--- config.mk ---
export PLATFORM = sky130hd
export DESIGN_NAME = cpu_bus_rom_map_and_address_latch
export DESIGN_NICKNAME = d
export VERILOG_FILES = /design/src/design/bus_bridge_pkg.sv /design/src/design/cpu_bus_rom_map_and_address_latch.sv /design/src/design/pin_sync.sv
export SDC_FILE = /design/constraint.sdc
export NUM_CORES = 1
export LEC_CHECK = 0
export BUFFER_PORTS_ARGS = -buffer_cell sky130_fd_sc_hd__buf_2
export CAP_MARGIN = 40
export CORE_ASPECT_RATIO = 0.9
export CORE_MARGIN = 8
export CORE_UTILIZATION = 56
export CTS_BUF_LIST = sky130_fd_sc_hd__clkbuf_8
export DETAILED_ROUTE_END_ITERATION = 8
export PLACE_DENSITY_LB_ADDON = 0.12
export RECOVER_POWER = 50
export SLEW_MARGIN = 20
export SYNTH_ARGS = -nofsm -noshare
export SYNTH_HDL_FRONTEND = slang
export SYNTH_SLANG_ARGS = --single-unit
--- constraint.sdc ---
create_clock -name mclk -period 3 [get_ports mclk]
set_input_delay 0 -clock mclk [delete_from_list [all_inputs] [get_ports mclk]]
set_output_delay 0 -clock mclk [all_outputs]
set_load 0.005 [all_outputs]
--- src/design/bus_bridge_pkg.sv ---
// Constants, field positions and carrier types of the processor bus bridge.
// Assumes one 100 MHz clock; every processor and backplane pin is asynchronous to it.
package bus_bridge_pkg;

    // Memory control latch: I/O port and data bit positions
    localparam logic [7:0] MEM_CTL_PORT = 8'hfc;
    localparam int MAP_LOW_BIT = 2;
    localparam int MAP_HIGH_BIT = 3;
    localparam int ZERO_PAR_BIT = 4;
    localparam int KILL_PAR_BIT = 5;
    localparam logic MEM_CTL_CLEAR = 1'h0;

    // High-address register
    localparam logic [7:0] HIGH_ADDR_RESET = 8'h00;
    localparam logic [3:0] BLOCKED_NIBBLE = 4'h0;

    // Monitor ROM window: top 8K of a 64K page or of the 1M space
    localparam int ROM_WINDOW_LSB = 13;
    localparam int PAGE_MSB = 15;
    localparam int SPACE_MSB = 19;

    localparam logic [7:0] BYTE_ZERO = 8'h00;
    localparam logic [15:0] ADDR_ZERO = 16'h0000;
    localparam int SYNC_STAGES = 2;

    typedef enum logic [1:0] {
        MAP_EVERYWHERE,
        MAP_TOP_PAGE,
        MAP_TOP_MEG,
        MAP_OFF
    } rom_map_t;

    // Processor and backplane pins, sampled together
    typedef struct packed {
        logic wideCpuAddrStrobe;
        logic cpuWriteStrobe;
        logic cpuReadStrobe;
        logic dataInStrobe;
        logic ioCycle;
        logic highAddrPortSelect;
        logic wideCpuActive;
        logic addrDisable_n;
        logic dataOutDisable_n;
        logic [7:0] muxedAddrData;
        logic [7:0] cpuMidAddr;
        logic [3:0] cpuUpperAddr;
        logic [7:0] dataInBus;
    } pins_t;

    typedef struct packed {
        logic prevWrite;
        logic romMapSelLow;
        logic romMapSelHigh;
        logic zeroParity_n;
        logic killParity_n;
        logic [15:0] addrLatch;
        logic [7:0] extAddr;
        logic [7:0] highAddr;
        logic [7:0] dataOut;
        logic monitorRomSelect;
        logic phantomOe_n;
        logic [7:0] adOut;
        logic adOe_n;
        logic addrOe_n;
        logic dataOutOe_n;
    } state_t;

endpackage

--- src/design/cpu_bus_rom_map_and_address_latch.sv ---
// Processor-side bus bridge: address/data latches, monitor ROM mapping,
// phantom drive and 24-bit address extension.
// Assumes all processor and backplane pins are asynchronous; each but the unused phantomIn is synchronised.
// What this block does
// - Reset clears the memory control latch; both map-select bits start at zero.
// - Both map bits zero: ROM select asserts on every memory read.
// - High bit only: ROM answers in top 8K of the 1M space.
// - Low bit only: ROM answers in top 8K of every 64K page.
// - Both map bits one: ROM select never asserts.
// - Byte written to port FC: bit 2 loads low, bit 3 high map bit.
// - ROM select asserted pulls the open-collector phantom line low.
// - Reset mapping: reads come from ROM, writes reach RAM.
// - Address latch follows while strobe high, holds once it falls.
// - Address disable low tri-states the address latch outputs.
// - Write data latch follows during write strobe, holds at its end.
// - Data-out disable low tri-states the write data latch outputs.
// - Processor read enables buffer driving data-in onto muxed lines.
// - Wide processor: upper address captured onto A16-A19 at each strobe.
// - A20-A23 come from the high-address register, zero while cleared.
// - High-address port write latches bits 4-7 at write strobe end.
// - Wide processor active: bits 0-3 blocked from high-address register.
// - Narrow processor: low high-address nibble drives A16-A19.
// - High-address register reaches output latch at next address strobe.
// - High-address register changes only on port write or reset.
// - Same latch bit 4 zero forces parity zero, bit 5 zero kills errors.
`timescale 1ns/100ps
module cpu_bus_rom_map_and_address_latch
    import bus_bridge_pkg::*;
(
    // Clock and reset
    input wire logic mclk,
    input wire logic rst_n,
    // Processor strobes and cycle type
    input wire logic wideCpuAddrStrobe,
    input wire logic cpuWriteStrobe,
    input wire logic cpuReadStrobe,
    input wire logic dataInStrobe,
    input wire logic ioCycle,
    input wire logic highAddrPortSelect,
    input wire logic wideCpuActive,
    // Processor address and multiplexed data
    input wire logic [7:0] muxedAddrDataIn,
    output logic [7:0] muxedAddrDataOut,
    output logic muxedAddrDataOe_n,
    input wire logic [7:0] cpuMidAddr,
    input wire logic [3:0] cpuUpperAddr,
    // Backplane address
    input wire logic addrDisable_n,
    output logic [15:0] busAddr,
    output logic [7:0] busExtAddr,
    output logic busAddrOe_n,
    // Backplane data
    input wire logic dataOutDisable_n,
    output logic [7:0] dataOutBus,
    output logic dataOutBusOe_n,
    input wire logic [7:0] dataInBus,
    // Monitor ROM, phantom line and parity control
    output logic monitorRomSelect,
    input wire logic phantomIn,
    output logic phantomOut,
    output logic phantomOe_n,
    output logic zeroParity_n,
    output logic killParity_n
);
    localparam state_t STATE_RESET = '{
        prevWrite: 1'b0,
        romMapSelLow: MEM_CTL_CLEAR,
        romMapSelHigh: MEM_CTL_CLEAR,
        zeroParity_n: MEM_CTL_CLEAR,
        killParity_n: MEM_CTL_CLEAR,
        addrLatch: ADDR_ZERO,
        extAddr: BYTE_ZERO,
        highAddr: HIGH_ADDR_RESET,
        dataOut: BYTE_ZERO,
        monitorRomSelect: 1'b0,
        phantomOe_n: 1'b1,
        adOut: BYTE_ZERO,
        adOe_n: 1'b1,
        addrOe_n: 1'b1,
        dataOutOe_n: 1'b1
    };

    pins_t pinsRaw;
    pins_t pins;
    state_t s;
    state_t next_s;
    logic writeEnd;
    logic [19:0] fullAddr;
    logic memCtlWrite;
    logic highAddrWrite;
    rom_map_t romMap;

    // Decodes the map-select pair into a mapping mode
    function automatic rom_map_t mapMode(input logic selHigh, input logic selLow);
        rom_map_t m;
        unique case ({selHigh, selLow})
            2'b00: m = MAP_EVERYWHERE;
            2'b01: m = MAP_TOP_PAGE;
            2'b10: m = MAP_TOP_MEG;
            2'b11: m = MAP_OFF;
        endcase
        return m;
    endfunction

    // True when the ROM answers at this 20-bit address
    function automatic logic romHit(input rom_map_t m, input logic [19:0] a);
        logic hit;
        unique case (m)
            MAP_EVERYWHERE: hit = 1'b1;
            MAP_TOP_PAGE: hit = &a[PAGE_MSB:ROM_WINDOW_LSB];
            MAP_TOP_MEG: hit = &a[SPACE_MSB:ROM_WINDOW_LSB];
            MAP_OFF: hit = 1'b0;
        endcase
        return hit;
    endfunction

    assign pinsRaw = '{
        wideCpuAddrStrobe: wideCpuAddrStrobe,
        cpuWriteStrobe: cpuWriteStrobe,
        cpuReadStrobe: cpuReadStrobe,
        dataInStrobe: dataInStrobe,
        ioCycle: ioCycle,
        highAddrPortSelect: highAddrPortSelect,
        wideCpuActive: wideCpuActive,
        addrDisable_n: addrDisable_n,
        dataOutDisable_n: dataOutDisable_n,
        muxedAddrData: muxedAddrDataIn,
        cpuMidAddr: cpuMidAddr,
        cpuUpperAddr: cpuUpperAddr,
        dataInBus: dataInBus
    };

    pin_sync #(
        .WIDTH($bits(pins_t))
    ) pinSync (
        .mclk(mclk),
        .rst_n(rst_n),
        .pinIn(pinsRaw),
        .syncOut(pins)
    );

    // Trailing edge of the processor write strobe
    assign writeEnd = s.prevWrite && !pins.cpuWriteStrobe;
    assign fullAddr = {s.extAddr[3:0], s.addrLatch};
    assign romMap = mapMode(s.romMapSelHigh, s.romMapSelLow);
    assign memCtlWrite = writeEnd && pins.ioCycle && (s.addrLatch[7:0] == MEM_CTL_PORT);
    assign highAddrWrite = writeEnd && pins.highAddrPortSelect;

    always_comb begin
        next_s = s;
        next_s.prevWrite = pins.cpuWriteStrobe;

        if (pins.wideCpuAddrStrobe) begin
            next_s.addrLatch = {pins.cpuMidAddr, pins.muxedAddrData};
            next_s.extAddr[7:4] = s.highAddr[7:4];
            next_s.extAddr[3:0] = pins.wideCpuActive ? pins.cpuUpperAddr : s.highAddr[3:0];
        end

        if (pins.cpuWriteStrobe) begin
            next_s.dataOut = pins.muxedAddrData;
        end

        // map and parity bits load as the port write ends
        if (memCtlWrite) begin
            next_s.romMapSelLow = s.dataOut[MAP_LOW_BIT];
            next_s.romMapSelHigh = s.dataOut[MAP_HIGH_BIT];
            next_s.zeroParity_n = s.dataOut[ZERO_PAR_BIT];
            next_s.killParity_n = s.dataOut[KILL_PAR_BIT];
        end

        if (highAddrWrite) begin
            next_s.highAddr[7:4] = s.dataOut[7:4];
            // Wide processor brings its own A16-A19, so this nibble is dead
            next_s.highAddr[3:0] = pins.wideCpuActive ? BLOCKED_NIBBLE : s.dataOut[3:0];
        end

        // read buffer onto the multiplexed lines
        next_s.adOe_n = !pins.cpuReadStrobe;
        if (pins.cpuReadStrobe) begin
            next_s.adOut = pins.dataInBus;
        end

        // only memory reads may select the ROM
        next_s.monitorRomSelect = pins.dataInStrobe && !pins.ioCycle
            && romHit(romMap, fullAddr);
        next_s.phantomOe_n = !next_s.monitorRomSelect;

        // release lines to a backplane master
        next_s.addrOe_n = !pins.addrDisable_n;
        next_s.dataOutOe_n = !pins.dataOutDisable_n;
    end

    always_ff @(posedge mclk) begin
        if (!rst_n) begin
            s <= STATE_RESET;
        end else begin
            s <= next_s;
        end
    end

    // Outputs straight from the state register
    assign muxedAddrDataOut = s.adOut;
    assign muxedAddrDataOe_n = s.adOe_n;
    assign busAddr = s.addrLatch;
    assign busExtAddr = s.extAddr;
    assign busAddrOe_n = s.addrOe_n;
    assign dataOutBus = s.dataOut;
    assign dataOutBusOe_n = s.dataOutOe_n;
    assign monitorRomSelect = s.monitorRomSelect;
    // Open collector: released level follows the enable, so a pull is always low
    assign phantomOut = s.phantomOe_n;
    assign phantomOe_n = s.phantomOe_n;
    assign zeroParity_n = s.zeroParity_n;
    assign killParity_n = s.killParity_n;
endmodule

--- src/design/pin_sync.sv ---
// Two-stage synchroniser for a word of independent pin levels.
// Assumes each bit is a level; multi-bit words are only used once stable.
`timescale 1ns/100ps
module pin_sync
    import bus_bridge_pkg::*;
#(
    parameter int WIDTH = 1
) (
    // Clock and reset
    input wire logic mclk,
    input wire logic rst_n,
    // Pins in, synchronised levels out
    input wire logic [WIDTH-1:0] pinIn,
    output logic [WIDTH-1:0] syncOut
);
    logic [WIDTH-1:0] stage [SYNC_STAGES];

    always_ff @(posedge mclk) begin
        if (!rst_n) begin
            stage[0] <= '0;
            stage[1] <= '0;
        end else begin
            stage[0] <= pinIn;
            stage[1] <= stage[0];
        end
    end

    assign syncOut = stage[1];
endmodule

==> metrics <==
vias in the first global route=roughly 2700; Vias=2685; post-synth cell types=19; setup TNS=0 ns; post-synthesis sequential area ratio=between 50% and 60%; io pins=roughly 90; # clock sinks=roughly 130; outcome=finished clean; drt first pass iters=4; routed wire length=approximately 7600 microns; Avg WL per Cell=12.6 microns; Die ar.=11200 sq um; PortBufs=86; first-pass GRT wire length=about 12000 microns; hold_buf cts=37; synthesized flop and latch total=approximately 130; startpoint types=primary input; Post-Syn Area=about 4500 sq um; Area Growth Syn to Fin=20.6%; Syn Area/Cell=between 10 and 15 sq um; CP Cell Sequence=clkbuf_2 -> clkbuf_1 -> o211a_1; TritonCTS Buffers=17; crit path DAT=about 2.2 ns; Fmax=554 MHz; H-tree levels=4; global route overflow=0; CTS tree=built; Max-Cap Viols=0; Slew @ Worst Pin=approximately 1.4 ns; Worst-Skew Late Latency=0.42 ns; post-route ant nets=0; synth top area cells=dfxtp_1 (58%), and2_1 (10%), mux2i_1 (9.7%); Core Region=7950 sq um; layout cells sized above 1=21.6%; Post-CTS Resized=0; Synth top area share=between 50% and 60%; Worst Path Class, Setup=in2reg; Setup WS pre-CTS=around 1.5 ns; FP Rows=31; gpl congestion=around 0.67; # setup viols final=0; synthesized instance count=406; WP buf/inv=2; Final period util=roughly 60%; root buffer cell=clkbuf_8; critical path's top delay family=buffers and inverters; final worst path period need=1.81 ns; Post-CTS Setup Inserts=0; antenna violations before repair=0; Hold/Removal Path Class=in2reg; Setup crit end kind=register; Clock Skew=roughly 0.012 ns; Detailed Route Iter0 Violations=between 90 and 100; setup ws final=1.19 ns; Tot Pwr=0.00352 W; die width=between 100 and 150 microns; Die Y=101 microns; Slew HR=roughly 5.6%; Initial Utilization=a little under three fifths; Slowest cell on crit path=clkbuf_2; NumNets Final=roughly 530; Syn Nets=~450; power per standard cell area=approximately 640 nW/um^2; antenna cell count=0; Vias/cell=about 4.5; Synth area leader=dfxtp_1; Peak VDD IR=a little over 0.4 mV; yosys warns=0; Fin. Hold Viols=0; Clock Pin Slew Worst Setup and Hold Paths=around 0.070 ns; largest net degree at the start of global routing=between 100 and 150; CTS Buffer Depth=2; required time worst endpoint=between 3 and 4 ns; cell leakage power=2.21 nW; Final Max Slew Viols=0; unrepaired setup endpoints after global routing=false; DRC=0; Worst path max stage delay=slightly above 1 ns; total track usage=a little over an eighth; crit path max fanout=roughly 100; DP Wirelength=~4900 microns
==> cell type report <==
cell class	instances	area, sq um
sequential	132	2640
fill	595	2480
multi-input combinational	211	1480
timing repair buffer	125	796
clock buffer	18	248
clock inverter	14	174
tap	99	124
==> routing by layer <==
metal / wire (microns) / vias up / global-route usage [%] / part of all wire (%)
met5: 0 / - / 0 / 0
met4: 78 / 0 / 5.91 / 1.0
met3: 506 / 7 / 6.51 / 6.7
met2: 3590 / 58 / 23.1 / 47
met1: 3400 / 1202 / 14.4 / 45
li1: - / 1418 / - / -
==> tightest hold or removal path, delay by kind of cell <==
family                 cells  cell delay (ns)
buffers and inverters      2             0.61
and+or+nand+nor            1             0.10
==> registers in the layout, summed over array words and instances (netlist names) <==
name	cells
pinSync.stage	74
busAddr	16
s	11
busExtAddr	8
dataOutBus	8
muxedAddrDataOut	8
busAddrOe_n	1
dataOutBusOe_n	1
killParity_n	1
monitorRomSelect	1
muxedAddrDataOe_n	1
phantomOe_n	1
zeroParity_n	1
==> worst paths after layout <==
kind,startpoint,to,slack (ns),cells after the start
max,rst_n,busExtAddr[2],1.19,3
min,muxedAddrDataIn[6],pinSync.stage[0][26],0.32,3
max reg2reg,pinSync.stage[0][72],s[56],1.52,3
min reg2reg,pinSync.stage[0][66],busAddrOe_n,0.37,1
==> power by group <==
part,leakage [nW],internal [W],total [W],switching (W)
registers,1.08,0.00181,0.00183,0.0000242
clock network,0.202,0.000852,0.00153,0.000682
logic,0.928,0.000102,0.000158,0.0000566
==> kinds of logic after synthesis <==
group | synth area share [%]
buffers and inverters | 8.97
flip-flops | 58.3
multiplexers | 9.72
AO/OA/AOI/OAI | 2.43
AND/OR/NAND/NOR | 20.6
==> stage by stage <==
step / util (%) / hold slack [ns] / instances / instance area, sq um
floorplan: - / 0.127 / 406 / 4530
global placement: 59.1 / 0.205 / 530 / 4700
detailed placement: 59.1 / 0.208 / 530 / 4700
CTS: 69.0 / 0.0811 / 599 / 5490
global route: 68.8 / 0.298 / 599 / 5470
finish: 68.8 / 0.321 / 599 / 5470
==> cells in the mapped netlist <==
| library cell | instances |
|---|---|
| nor4_4 | 1 |
| nand3b_1 | 5 |
| clkbuf_1 | 13 |
| nand2_1 | 28 |
| o211a_1 | 4 |
| and4_1 | 1 |
| and2_1 | 75 |
| nand3_1 | 1 |
| o21ai_0 | 2 |
| dfxtp_1 | 132 |
| a21boi_0 | 7 |
| nand4_1 | 3 |
| a21boi_1 | 1 |
| nor2b_1 | 37 |
| buf_4 | 43 |
| buf_2 | 7 |
| nand4bb_4 | 1 |
| mux2i_1 | 44 |
| and3b_1 | 1 |
==> cell usage in the layout (no fill, tap or decap), types with 2 or more instances in the layout <==
master	synthesis	routed
clkbuf_8	0	18
o211a_1	4	4
buf_2	7	72
bufinv_16	0	3
inv_6	0	4
dlygate4sd3_1	0	37
clkbuf_1	13	14
and2_1	75	55
a21boi_0	7	7
nand3b_1	5	5
clkinvlp_4	0	4
clkinv_2	0	2
o21ai_0	2	2
nand4_1	3	3
mux2i_1	44	44
nand2_1	28	28
and2_0	0	20
dfxtp_1	132	132
nor2b_1	37	37
(Power assumes the default switching activity.)
